$ cat src/inc/sclk_defines.vh
`ifndef SCLK_DEFINES_VH
`define SCLK_DEFINES_VH
// register indices on the plain register port
`define SCLK_ADDR_W 4
`define SCLK_IDX_PROTECT 4'h0
`define SCLK_IDX_CTRL0 4'h1
`define SCLK_IDX_CTRL1 4'h2
`define SCLK_IDX_OSD 4'h3
`define SCLK_IDX_STATUS 4'h4
// field positions
`define SCLK_PROTECT_PERMIT 0
`define SCLK_CTRL0_MAIN_STOP 5
`define SCLK_CTRL0_DIV_EN 6
`define SCLK_CTRL0_SRC_SEL 7
`define SCLK_CTRL1_PIN_SW 3
`define SCLK_CTRL1_LOSC_STOP 4
`define SCLK_CTRL1_DIV_LO 6
`define SCLK_CTRL1_DIV_HI 7
`define SCLK_OSD_ONCHIP_SEL 2
// status register fields
`define SCLK_STAT_MAIN_STABLE 0
`define SCLK_STAT_SRC_MAIN 1
`define SCLK_STAT_LOSC_RUN 2
`define SCLK_STAT_PIN_XTAL 3
// reset values
`define SCLK_RST_PROTECT 8'h00
`define SCLK_RST_CTRL0 8'h68
`define SCLK_RST_CTRL1 8'h20
`define SCLK_RST_OSD 8'h04
`define SCLK_ZERO8 8'h00
// stabilisation wait and divider
`define SCLK_STAB_CNT_W 16
`define SCLK_STAB_TIME_US 16'h0064
`define SCLK_CLK_MHZ 16'h0064
`define SCLK_STAB_CYCLES (`SCLK_STAB_TIME_US * `SCLK_CLK_MHZ)
`define SCLK_DIV_W 4
`define SCLK_DIV_ONE 4'h0
`define SCLK_DIV_TWO 4'h1
`define SCLK_DIV_FOUR 4'h3
`define SCLK_DIV_SIXTEEN 4'hF
`define SCLK_DIV_EIGHT 4'h7
// divider field codes in control 1
`define SCLK_DIVF_NONE 2'h0
`define SCLK_DIVF_HALF 2'h1
`define SCLK_DIVF_QUARTER 2'h2
// implemented bits per register
`define SCLK_PROTECT_MASK 8'h01
`define SCLK_CTRL0_MASK 8'hFE
`define SCLK_CTRL1_MASK 8'hFF
`define SCLK_OSD_MASK 8'h07
// unused upper status bits
`define SCLK_STAT_PAD_HI 7
`define SCLK_STAT_PAD_LO 4
`define SCLK_STAT_PAD 4'h0
// settle counter steps
`define SCLK_STAB_ZERO 16'h0000
`define SCLK_STAB_STEP 16'h0001
`define SCLK_STAB_LAST (`SCLK_STAB_CYCLES - `SCLK_STAB_STEP)
`endif

$ cat src/rtl/sclk_control.v
// The placing of the registers and the address-and-strobe port are this design's own decisions.
`timescale 1ns/10ps
`default_nettype none
`include "sclk_defines.vh"
module sclk_control (
   // clock and reset
   input wire core_clk,
   input wire reset_n,
   // register port
   input wire [`SCLK_ADDR_W-1:0] reg_addr,
   input wire [7:0] reg_wdata,
   input wire reg_write,
   input wire reg_read,
   output reg [7:0] reg_rdata_q,
   // oscillator and pin control
   output wire main_osc_enable,
   output wire low_speed_osc_enable,
   output wire crystal_pins_to_osc,
   input wire onchip_osc_ready,
   // clock selection
   output reg sysclk_from_main_q,
   output wire sysclk_from_slow,
   output wire cpu_clk_tick,
   output wire [`SCLK_DIV_W-1:0] cpu_div_limit
);
   // states of the main oscillator settle tracker
   localparam [1:0] STAB_OFF = 2'h0;
   localparam [1:0] STAB_WAIT = 2'h1;
   localparam [1:0] STAB_DONE = 2'h2;

   reg [7:0] protect_q;
   reg [7:0] ctrl0_q;
   reg [7:0] ctrl1_q;
   reg [7:0] osd_q;
   reg [1:0] stab_state_q;
   reg [1:0] stab_state_d;
   reg [`SCLK_STAB_CNT_W-1:0] stab_cnt_q;
   reg [`SCLK_STAB_CNT_W-1:0] stab_cnt_d;
   reg [7:0] rdata_d;
   reg [`SCLK_DIV_W-1:0] div_d;
   wire permit;
   wire wr_protect;
   wire wr_guarded;
   wire wr_ctrl0;
   wire wr_ctrl1;
   wire wr_osd;
   wire osc_request;
   wire main_stable;
   wire [7:0] status_word;

   // write decode
   assign permit = protect_q[`SCLK_PROTECT_PERMIT];
   assign wr_protect = reg_write && (reg_addr == `SCLK_IDX_PROTECT);
   // guarded registers only take writes while permitted
   assign wr_guarded = reg_write && permit;
   assign wr_ctrl0 = wr_guarded && (reg_addr == `SCLK_IDX_CTRL0);
   assign wr_ctrl1 = wr_guarded && (reg_addr == `SCLK_IDX_CTRL1);
   assign wr_osd = wr_guarded && (reg_addr == `SCLK_IDX_OSD);

   // write permit: the one register software can always reach
   always @(posedge core_clk) begin
      if (!reset_n) begin
         protect_q <= `SCLK_RST_PROTECT;
      end else if (wr_protect) begin
         // clearing the permit bit relocks the guarded registers
         protect_q <= reg_wdata & `SCLK_PROTECT_MASK;
      end
   end

   // control 0: stop, divider enable and source select; bit 0 reads 0
   always @(posedge core_clk) begin
      if (!reset_n) begin
         ctrl0_q <= `SCLK_RST_CTRL0;
      end else if (wr_ctrl0) begin
         ctrl0_q <= reg_wdata & `SCLK_CTRL0_MASK;
      end
   end

   // control 1: divider field, low-speed stop and pin switch
   always @(posedge core_clk) begin
      if (!reset_n) begin
         ctrl1_q <= `SCLK_RST_CTRL1;
      end else if (wr_ctrl1) begin
         ctrl1_q <= reg_wdata & `SCLK_CTRL1_MASK;
      end
   end

   // detect register: only the low three bits exist
   always @(posedge core_clk) begin
      if (!reset_n) begin
         osd_q <= `SCLK_RST_OSD;
      end else if (wr_osd) begin
         osd_q <= reg_wdata & `SCLK_OSD_MASK;
      end
   end

   // oscillator and pin steering
   assign main_osc_enable = ~ctrl0_q[`SCLK_CTRL0_MAIN_STOP];
   assign low_speed_osc_enable = ~ctrl1_q[`SCLK_CTRL1_LOSC_STOP];
   assign crystal_pins_to_osc = ctrl1_q[`SCLK_CTRL1_PIN_SW];

   // settle tracker restarts whenever the oscillator stops or loses its pins
   assign osc_request = main_osc_enable && crystal_pins_to_osc;
   always @* begin
      stab_state_d = stab_state_q;
      stab_cnt_d = stab_cnt_q;
      case (stab_state_q)
         STAB_OFF: begin
            stab_cnt_d = `SCLK_STAB_ZERO;
            if (osc_request) begin
               stab_state_d = STAB_WAIT;
            end
         end
         STAB_WAIT: begin
            if (!osc_request) begin
               stab_state_d = STAB_OFF;
               stab_cnt_d = `SCLK_STAB_ZERO;
            end else if (stab_cnt_q >= `SCLK_STAB_LAST) begin
               stab_state_d = STAB_DONE;
            end else begin
               stab_cnt_d = stab_cnt_q + `SCLK_STAB_STEP;
            end
         end
         STAB_DONE: begin
            if (!osc_request) begin
               stab_state_d = STAB_OFF;
               stab_cnt_d = `SCLK_STAB_ZERO;
            end
         end
         default: begin
            stab_state_d = STAB_OFF;
            stab_cnt_d = `SCLK_STAB_ZERO;
         end
      endcase
   end

   // settle tracker registers
   always @(posedge core_clk) begin
      if (!reset_n) begin
         stab_state_q <= STAB_OFF;
         stab_cnt_q <= `SCLK_STAB_ZERO;
      end else begin
         stab_state_q <= stab_state_d;
         stab_cnt_q <= stab_cnt_d;
      end
   end
   // informative only: selection is not blocked before the oscillator settles
   assign main_stable = (stab_state_q == STAB_DONE);

   // source selection: slow clock when select bit set
   assign sysclk_from_slow = ctrl0_q[`SCLK_CTRL0_SRC_SEL];
   always @(posedge core_clk) begin
      if (!reset_n) begin
         sysclk_from_main_q <= 1'b0;
      end else begin
         sysclk_from_main_q <= ~ctrl0_q[`SCLK_CTRL0_SRC_SEL] & ~osd_q[`SCLK_OSD_ONCHIP_SEL];
      end
   end

   // divider: field in control 1 when enable bit clear, else divide by 8
   always @* begin
      if (ctrl0_q[`SCLK_CTRL0_DIV_EN]) begin
         div_d = `SCLK_DIV_EIGHT;
      end else begin
         case (ctrl1_q[`SCLK_CTRL1_DIV_HI:`SCLK_CTRL1_DIV_LO])
            `SCLK_DIVF_NONE: div_d = `SCLK_DIV_ONE;
            `SCLK_DIVF_HALF: div_d = `SCLK_DIV_TWO;
            `SCLK_DIVF_QUARTER: div_d = `SCLK_DIV_FOUR;
            default: div_d = `SCLK_DIV_SIXTEEN;
         endcase
      end
   end
   assign cpu_div_limit = div_d;
   // cpu clock tick generator
   sclk_divider u_div (
      .core_clk(core_clk),
      .reset_n(reset_n),
      .limit(div_d),
      .tick_q(cpu_clk_tick)
   );

   // status word: read-only view of the clock tree
   assign status_word[`SCLK_STAT_MAIN_STABLE] = main_stable;
   assign status_word[`SCLK_STAT_SRC_MAIN] = sysclk_from_main_q;
   assign status_word[`SCLK_STAT_LOSC_RUN] = low_speed_osc_enable & onchip_osc_ready;
   assign status_word[`SCLK_STAT_PIN_XTAL] = crystal_pins_to_osc;
   assign status_word[`SCLK_STAT_PAD_HI:`SCLK_STAT_PAD_LO] = `SCLK_STAT_PAD;

   // read port
   always @* begin
      case (reg_addr)
         `SCLK_IDX_PROTECT: rdata_d = protect_q;
         `SCLK_IDX_CTRL0: rdata_d = ctrl0_q;
         `SCLK_IDX_CTRL1: rdata_d = ctrl1_q;
         `SCLK_IDX_OSD: rdata_d = osd_q;
         `SCLK_IDX_STATUS: rdata_d = status_word;
         default: rdata_d = `SCLK_ZERO8;
      endcase
   end

   // read data stand for the one cycle after the strobe, zero otherwise
   always @(posedge core_clk) begin
      if (!reset_n) begin
         reg_rdata_q <= `SCLK_ZERO8;
      end else if (reg_read) begin
         reg_rdata_q <= rdata_d;
      end else begin
         reg_rdata_q <= `SCLK_ZERO8;
      end
   end
endmodule // sclk_control
`default_nettype wire

$ cat src/rtl/sclk_divider.v
`timescale 1ns/10ps
`default_nettype none
`include "sclk_defines.vh"
// cpu clock enable generator: one pulse every (limit+1) cycles
module sclk_divider (
   // clock and reset
   input wire core_clk,
   input wire reset_n,
   // control
   input wire [`SCLK_DIV_W-1:0] limit,
   // output
   output reg tick_q
);
   reg [`SCLK_DIV_W-1:0] count_q;
   wire wrap;
   assign wrap = (count_q >= limit);
   always @(posedge core_clk) begin
      if (!reset_n) begin
         count_q <= `SCLK_DIV_ONE;
         tick_q <= 1'b0;
      end else begin
         count_q <= wrap ? `SCLK_DIV_ONE : count_q + `SCLK_DIV_TWO;
         tick_q <= wrap;
      end
   end
endmodule // sclk_divider
`default_nettype wire

$ cat config.mk
export PLATFORM = sky130hd
export DESIGN_NAME = sclk_control
export DESIGN_NICKNAME = d
export VERILOG_FILES = /design/src/rtl/sclk_control.v /design/src/rtl/sclk_divider.v
export VERILOG_INCLUDE_DIRS = /design/src /design/src/inc
export SDC_FILE = /design/constraint.sdc
export NUM_CORES = 1
export LEC_CHECK = 0
export ABC_AREA = 1
export BUFFER_PORTS_ARGS = -buffer_cell sky130_fd_sc_hd__buf_2
export CELL_PAD_IN_SITES_DETAIL_PLACEMENT = 0
export CELL_PAD_IN_SITES_GLOBAL_PLACEMENT = 1
export CORE_ASPECT_RATIO = 0.5
export CORE_MARGIN = 2
export CORE_UTILIZATION = 41
export CTS_BUF_LIST = sky130_fd_sc_hd__clkbuf_8
export CTS_CLUSTER_DIAMETER = 80
export DETAILED_ROUTE_END_ITERATION = 10
export PLACE_DENSITY_LB_ADDON = 0.1
export SYNTH_ARGS = -nofsm -noshare
export SYNTH_HDL_FRONTEND = slang
export SYNTH_HIERARCHICAL = 1
export SYNTH_SLANG_ARGS = --single-unit
export TNS_END_PERCENT = 100
$ cat constraint.sdc
create_clock -name core_clk -period 4.8 [get_ports core_clk]
set_input_delay 0.24 -clock core_clk [delete_from_list [all_inputs] [get_ports core_clk]]
set_output_delay 0.24 -clock core_clk [all_outputs]
set_load 0.005 [all_outputs]
Yosys cells after proc, flatten, opt, wreduce, memory -nomap -nowiden:

Index checks and enable logic that the tools add are counted.

* order comparisons: 2
* equal/unequal tests: 12
* add/subtract/negate cells: 2
* multiplexer cells: 12
* reductions and logical operators: 13
* bitwise gates (word level): 7

Operators by type and width (number)
* 16-bit 2-to-1 mux: 3
* 8-bit one-hot mux with 5 select lines: 1
* 16-bit one-hot mux with 2 select lines: 1
* 16-bit by 1-bit adder with 16-bit output, second input constant: 1
* 16-bit by 14-bit >= comparator with 1-bit output, second input constant: 1
* 4-bit one-hot mux with 3 select lines: 1
* 4-bit by 2-bit equality test with 1-bit output, second input constant: 2
* 2-bit 2-to-1 mux: 4
* 1-bit logical AND: 6
* 3-bit inequality test, second input constant: 2
* 2-bit one-hot mux with 3 select lines: 1
* 1-bit inverter: 5
* 4-bit by 1-bit adder with 4-bit output, second input constant: 1
* 2-bit by 1-bit equality test with 1-bit output, second input constant: 2
* 2-bit equality test, second input constant: 2
* 4-bit by 1-bit equality test with 1-bit output, second input constant: 1
* 4-bit by 3-bit equality test with 1-bit output, second input constant: 1
* 4-bit >= comparator: 1
* 2-bit zero test: 2
* 4-bit zero test: 1
* 4-bit 2-to-1 mux: 1
* 2-bit inequality test, second input constant: 2
* 2-bit AND reduction: 2
* 3-bit AND reduction: 1
* other kinds (2): 3

* bits in registers: 51
* output and inout port bits: 18
* logic and storage cells: 58
* input bits: 17

Depth between registers and ports, before layout:

Gate-level depths: netlist (run 1).

* depth in word-level cells: 5
* depth in mapped cells: 10
* gate-level depth less buffers: 10

By module:

Netlist (run 1), hierarchy kept.

By module, submodules not included
* sclk_control: cells an instance 321, seq. area each 920.9 um^2, times used 1, area an instance 2278.4 um^2
* sclk_divider: cells an instance 37, seq. area each 100.1 um^2, times used 1, area an instance 292.8 um^2

Worst setup path before layout (run 1):

Ideal clock, no wire load.

* kind: flip-flop to flip-flop
* start: register stab_cnt_q[0]
* end: register stab_cnt_q[12]
* data arrival time: 1.384 ns
* slack: 3.303 ns
* stages on the path, launching flop included: 10
* library setup time: 0.114 ns
* buffers on the path: 1
* data required time: 4.686 ns
* clock period less this slack: 1.497 ns
* path through: dfxtp_1 ha_1 nand3_1 nand4_1 nand2_2 nand3_4 nand2_4 buf_6 a21oi_1 nor2_1

* cells in the longest elaborated chain, start to end: 4
* elaborated cells between the ends (all ways): 7
* those cells by class: add/sub: 1; order compare: 1; eq/ne: 1; mux: 3; reduce/logical: 1

Ends and longest elaborated chain
* from (decl): RTL line sclk_control.v:37 `` reg [`SCLK_STAB_CNT_W-1:0] stab_cnt_q; ``
* from (signal assigned): RTL line sclk_control.v:141 `` stab_cnt_q <= `SCLK_STAB_ZERO; ``
* from (signal assigned): RTL line sclk_control.v:144 `stab_cnt_q <= stab_cnt_d;`
* 16-bit by 1-bit adder with 16-bit output (no source line)
* 16-bit 2-to-1 mux: RTL line sclk_control.v:118 `` end else if (stab_cnt_q >= `SCLK_STAB_LAST) begin ``
* 16-bit 2-to-1 mux: RTL line sclk_control.v:115 `if (!osc_request) begin`
* 16-bit one-hot mux with 2 select lines: RTL line sclk_control.v:107 `case (stab_state_q)`

Several ways; a longest one is shown, not always the timed one. The select of a mux whose other input is x is not followed.
A chain may end at the register's enable or synchronous reset.

Final worst setup path (run 1):

* start: register stab_cnt_q[0]
* end: register stab_cnt_q[1]

Same word-level chain as after synthesis.

==> results.md, run 1 <==
* Post-DP HPWL at around 4400 µm
* Transition time at the pin with the least slew margin at 730 ps
* Post-synth top area cell: dfxtp_1
* Cell area after synthesis at 0.00257 mm²
* RSZ-0062 raised after global routing: false
* Critical Path RT at 5060 ps
* Sum of negative setup slack at 0 ps
* Setup violators final at 0
* DR DRC count at 0
* Post-synthesis cell type count at 36
* IR Drop Worst-Case VDD at 113 µV
* Pin count of the biggest net entering global routing at 22
* DRT Wirelength at 6040 µm
* Maximum fanout along the worst path at 16
* Register area share after synthesis at between 30% and 40%
* Initial Utilization at 42.5%
* Final total power at 737 µW
* Final RePlAce weighted congestion at ~0.83
* Root Buffer: clkbuf_8
* I/O pin total at 35
* Syn nets at 381
* Syn Inst Count at 358
* Number of nets with antenna violations after routing at 0
* Drt initial violations at 147
* Warnings, synthesis at 6
* Vertical extent of the die at between 50 and 60 µm
* Vias in the first global route at 2161
* First-pass iteration count of the detailed router at 4
* Dpl ws at between 2000 and 3000 ps
* Most area-consuming cells after synthesis: dfxtp_1 (40%), inv_1 (8.3%), nand2_1 (7.4%)
* DR vias at 2319
* Outcome: finished, final reports clean
* Antenna violations before repair at 0
* CP Capture Type: register
* Core area at 0.00606 mm²
* Routed wire length per instance at 12.6 µm
* Data arrival time of the critical path at approximately 2100 ps
* Worst hold slack after final layout at 143 ps
* Sum of overflow across all layers after global routing at 0
* Top cell type's share of synthesized area at between 30% and 40%
* Worst setup path class: reg2reg
* Die ar. at 0.00696 mm²
* Number of hold violations in the final report at 0
* Final critical-path share of the clock period at 38.9%
* Clock tree from TritonCTS: done
* Share of cells above drive strength 1 at 16.4%
* Worst-skew pair later-pin latency at approximately 320 ps
* Number of fill cells at between 600 and 700
* TritonCTS buffer count at 5
* Minimum clock period after layout at 1870 ps
* # Max-Cap Violations at 0
* Class of the worst hold path: in2reg
* Chip width at 116 µm
* Hold buffer count at cts at 0
* I/O Buffers at 34
* Final core occ at 47.7%
* Max-slew violations at 0
* Total leakage power at 1.21 nW
* Standard-cell rows at 20
* Number of instances resized during post-cts repair at 0
* Clock Tree Buf Depth at 2
* Post CTS Setup Buffer Count at 0
* Commonest non-fill, non-tap cells in the layout: inv_1 (57), nand2_1 (51), dfxtp_1 (51)
* Startpoint Class: register
* CTS sink count at 51
* Wire length of the first global-routing pass at 9990 µm
* Via density per instance at 4.84
* Worst Slack Setup Final at 2930 ps
* Number of synthesized register bits at 51
* Number of levels in the clock H-tree at 2
* Setup slack of the worst register-to-register path at 2930 ps
* Worst rel slew slack at 51.3%
* Maximum achievable frequency at 536 MHz
* Areal power density over the cells at 255 mW/mm²
* Number of diodes at 0
* Final net count at between 400 and 500
* Clock Skew at about 9.4 ps
* Most common cell after layout, fill and taps aside: inv_1
* Clock transition time at the flip-flop clock pins of the worst setup and hold paths at 100 ps
* Synth-to-layout area growth at 12.4%
* Mean instance size in the synthesized netlist at 7.18 µm²
* All-Layer GR Usage at a little under a fifth
## per-layer routing
metal / global-route usage [%] / up-vias / routed length, µm
li1: - / 1232 / -
met1: 24.3 / 1045 / 2990
met2: 31.2 / 35 / 2760
met3: 5.27 / 7 / 219
met4: 6.46 / 0 / 72
met5: 0 / - / 0
## per-stage QoR
stage	std cells	cell area, µm²
after floorplan	358	2570
after global placement	471	2790
after detailed placement	471	2790
after CTS	479	2890
after global routing	479	2890
final	479	2890
## registers in the layout (all words and copies together), names as in the netlist
register / cells
osd_q: 3
ctrl1_q: 8
ctrl0_q: 7
u_div/tick_q: 1
u_div/count_q: 4
stab_state_q: 2
sysclk_from_main_q: 1
reg_rdata_q: 8
protect_q: 1
stab_cnt_q: 16
## area by class of cell
type	count	area (µm²)	share of cell area (%)
Inverter	61	234	8.10
Sequential cell	51	1020	35.3
Clock buffer	6	82.6	2.86
Multi-Input combinational cell	237	1250	43.4
Clock inverter	2	16.3	0.563
Tap cell	88	110	3.81
Timing Repair Buffer	34	170	5.89
## worst max-delay path: stages, from the launching register on
cell and delay (ps):
dfxtp_1 460, ha_1 340, nand3_1 150, nand4_1 160, nand2_2 110, nand3_4 150
nand2_4 160, nor2_1 150, nand2_1 60, nand2_1 60
## final timing paths
path,from,cells past startpoint,endpoint
worst max-delay path,stab_cnt_q[0]$_SDFFE_PN0P_,9,stab_cnt_q[1]$_SDFFE_PN0P_
worst max register to register,stab_cnt_q[0]$_SDFFE_PN0P_,9,stab_cnt_q[1]$_SDFFE_PN0P_
worst min register to register,osd_q[2]$_SDFFE_PN1P_,1,sysclk_from_main_q$_SDFF_PN0_
worst min-delay path,reg_read,3,reg_rdata_q[3]$_SDFF_PN0_
## cells in the mapped netlist, drive strengths merged
library cell / instances
a211oi: 1
o32ai: 1
ha: 6
nand4: 7
xor2: 1
o21ai: 26
buf: 7
o22ai: 7
dfxtp: 51
clkbuf: 2
or2: 1
xnor2: 1
inv: 61
o21a: 1
nand2: 55
a21o: 1
a32o: 1
nor2: 54
nor4: 3
nand3: 36
a21oi: 33
nor3: 2
## cell families (layout without fill, tap and decap cells)
kind of cell               Yosys count  count (layout)  share of synthesized area, %
adders and majority gates            6               6                          2.92
buffers and inverters               70             103                          11.5
xor gates and xnor gates             2               2                         0.681
and+or+nand+nor                    158             158                          29.7
AOI/OAI and AO/OA                   71              71                          15.5
DFF                                 51              51                          39.7
## report_power, final
group          switching, mW  leakage, nW  internal [mW]  total [mW]
Clock                  0.153       0.0474          0.118       0.271
Sequential           0.00264        0.412          0.426       0.429
Combinational         0.0237        0.751         0.0136      0.0373
Total                  0.179         1.21          0.558       0.737
No activity file was read; power rests on OpenSTA's default activity.
==> run 2: changes to the inputs <==
==> constraint.sdc (replaced) <==
create_clock -name core_clk -period 1.8 [get_ports core_clk]
set_input_delay 0.09 -clock core_clk [delete_from_list [all_inputs] [get_ports core_clk]]
set_output_delay 0.09 -clock core_clk [all_outputs]
set_load 0.005 [all_outputs]
==> run 2 against run 1 <==
  * Wire length increased by 0.88%
  * Cell area grew 3.2%
  * Largest power group unchanged
  * Register-to-register slack got worse by 2700 ps
  * Cell count up 1.9%
  * Critical path type unchanged
  * Count of clock-buffer cells in the layout is the same
  * First-iteration DRC count shrank 12%
  * Utilization up 1.5 points
  * Largest cell class unchanged
  * Combinational power increased to 2.8 times the previous value
  * Sequential cell count stayed put
  * Die area stayed put
==> results.md, run 2 (synthesized netlist as in run 1, its figures left out) <==
* Outcome: finished, final reports clean
* Max FFs per register at 16 (unchanged)
* Startpoint Class: register
* Cell seen most often among critical-path stages: nand2_1
* Worst setup path class: reg2reg
* Wire length of the first global-routing pass at 10400 µm (+4.3%)
* Number of hold violations in the final report at 0 (unchanged)
* Number of fill cells at 646 (unchanged)
* Areal power density over the cells at 710 mW/mm² (+180%)
* Final RePlAce weighted congestion at 0.830 (about the same)
* Final net count at 422 (+2.2%)
* Max-slew violations at 0 (unchanged)
* Synth-to-layout area growth at 16.0%
* Data arrival time of the critical path at 1740 ps (-390 ps)
* Vias in the first global route at 2286 (+5.8%)
* Placed inst area at 0.00285 mm² (+2.2%)
* Worst rel slew slack at 64.1% (+13 points)
* Critical Path RT at 2010 ps (-3050 ps)
* Antenna violations before repair at 0 (unchanged)
* Clock transition time at the flip-flop clock pins of the worst setup and hold paths at 100 ps (about the same)
* Final critical-path share of the clock period at 85.0% (+46 points)
* DR vias at 2393 (+3.2%)
* Critical path launch point: stab_cnt_q[1]$_SDFFE_PN0P_
* Number of diodes at 0 (unchanged)
* Clock Tree Buf Depth at 2 (unchanged)
* CTS sink count at 51 (unchanged)
* Maximum achievable frequency at 653 MHz (+22%)
* Clock Skew at 5.03 ps (-4.35 ps)
* Final total power at 2.12 mW (+190%)
* Chip width at 116 µm (unchanged)
* Setup slack of the worst register-to-register path at 270 ps (-2660 ps)
* Worst Reg2Reg Path Length in Cells at 9 (unchanged)
* RSZ-0062 raised after global routing: false
* Total leakage power at 1.27 nW (+4.9%)
* I/O Buffers at 34 (unchanged)
* CP Capture Point: stab_cnt_q[1]$_SDFFE_PN0P_
* Routed wire length per instance at 12.5 µm (-0.98%)
* Worst-skew pair later-pin latency at 310 ps (about the same)
* Transition time at the pin with the least slew margin at 538 ps (-192 ps)
* DRT Wirelength at 6100 µm (+0.88%)
* Final cell count without fillers at 488 (+1.9%)
* First-pass iteration count of the detailed router at 4 (unchanged)
* Dpl ws at 282 ps (-2700 ps)
* Worst Slack Setup Final at 270 ps (-2660 ps)
* Placed cell count at 479 (+1.7%)
* Number of nets with antenna violations after routing at 0 (unchanged)
* Registers with the most flip-flops: stab_cnt_q (16), ctrl1_q (8), reg_rdata_q (8)
* Setup violators final at 0 (unchanged)
* Final core occ at 49.2% (+1.5 points)
* Commonest non-fill, non-tap cells in the layout: inv_1 (57), nand2_1 (51), dfxtp_1 (51)
* I/O pin total at 35 (unchanged)
* Reg2reg end: stab_cnt_q[1]$_SDFFE_PN0P_
* CP Capture Type: register
* Critical R2R Launch: stab_cnt_q[1]$_SDFFE_PN0P_
* Minimum clock period after layout at 1530 ps (-335 ps)
* Standard-cell rows at 20 (unchanged)
* DR DRC count at 0 (unchanged)
* IR Drop Worst-Case VDD at 266 µV (+140%)
* Sum of negative setup slack at 0 ps (unchanged)
* # Max-Cap Violations at 0 (unchanged)
* Die ar. at 0.00696 mm² (unchanged)
* TritonCTS buffer count at 5 (unchanged)
* Post CTS Setup Buffer Count at 0 (unchanged)
* Worst path slowest cell: dfxtp_1
* Largest stage delay on the critical path at 350 ps (-110 ps)
* Number of levels in the clock H-tree at 2 (unchanged)
* Root Buffer: clkbuf_8
* Finished Cell Area at 0.00298 mm² (+3.2%)
* Via density per instance at 4.90 (+1.3%)
* Clock tree from TritonCTS: done
* Post-DP HPWL at 4530 µm (+3.0%)
* All-Layer GR Usage at 19.2% (+0.29 points)
* Sum of overflow across all layers after global routing at 0 (unchanged)
* Initial Utilization at 42.5% (unchanged)
* Critical Path, Cell by Cell: ha_1 > nand3_1 > nand4_1 > nand2_2 > nand3_4 > nand2_4 > nor2_1 > nand2_1 > nand2_1
* Class of the worst hold path: in2reg
* Register area at 0.00102 mm² (unchanged)
* Drt initial violations at 130 (-12%)
* Vertical extent of the die at 60.0 µm (unchanged)
* Most common cell after layout, fill and taps aside: inv_1
* Pin count of the biggest net entering global routing at 21 (-4.5%)
* Share of cells above drive strength 1 at 18.0% (+1.6 points)
* Combined area of the multi-input logic cells at 0.00125 mm² (unchanged)
* Core area at 0.00606 mm² (unchanged)
* Maximum fanout along the worst path at 16 (unchanged)
* Worst hold slack after final layout at 7.77 ps (-135 ps)
* Most flop-heavy register: stab_cnt_q
==> run 2: power breakdown <==
| group | leakage [nW] | switching [mW] | internal [mW] |
|---|---|---|---|
| logic | 0.796 | 0.0650 | 0.0406 |
| registers | 0.412 | 0.00722 | 1.14 |
| clock network | 0.0618 | 0.409 | 0.458 |
| total | 1.27 | 0.482 | 1.64 |
==> run 2: critical path: cells and delay by family (launching register included) <==
family,cells,cell delay [ps]
and+or+nand+nor,8,870
DFF,1,350
adders and majority gates,1,200
==> run 2: layer usage <==
metal / part of all wire (%) / GRT usage (%) / vias up / wire length (µm)
li1: - / - / 1246 / -
met1: 50 / 24.8 / 1116 / 3050
met2: 46 / 33.6 / 25 / 2810
met3: 3.0 / 4.36 / 6 / 181
met4: 0.80 / 4.25 / 0 / 49
met5: 0 / 0 / - / 0
==> run 2: area by class of cell <==
| cell class | count | share of cell area [%] |
|---|---|---|
| multi-input cells | 237 | 42.1 |
| clock buffers | 6 | 2.77 |
| well taps | 88 | 3.69 |
| clock inverters | 2 | 1.30 |
| inverters | 61 | 7.85 |
| flip-flops and latches | 51 | 34.2 |
| repair buffers | 43 | 8.06 |
==> run 2: timing repair <==
action                    CTS  global route
hold buffers                1             0
hold endpoints to repair    1             0
gates resized for setup     0             0
==> run 2: worst min-delay path by stage <==
stage / slack [ps] / start / depth (start not counted) / end
2_1_floorplan: 190 / reset_n / 2 / u_div/tick_q$_SDFF_PN0_
3_3_place_gp: 320 / reg_read / 3 / reg_rdata_q[3]$_SDFF_PN0_
3_5_place_dp: 330 / reg_read / 3 / reg_rdata_q[3]$_SDFF_PN0_
4_1_cts: 3 / reg_wdata[6] / 3 / ctrl0_q[6]$_SDFFE_PN1P_
5_1_grt: 30 / reg_wdata[3] / 3 / ctrl0_q[3]$_SDFFE_PN1P_
6_report: 8 / reg_wdata[6] / 3 / ctrl0_q[6]$_SDFFE_PN1P_
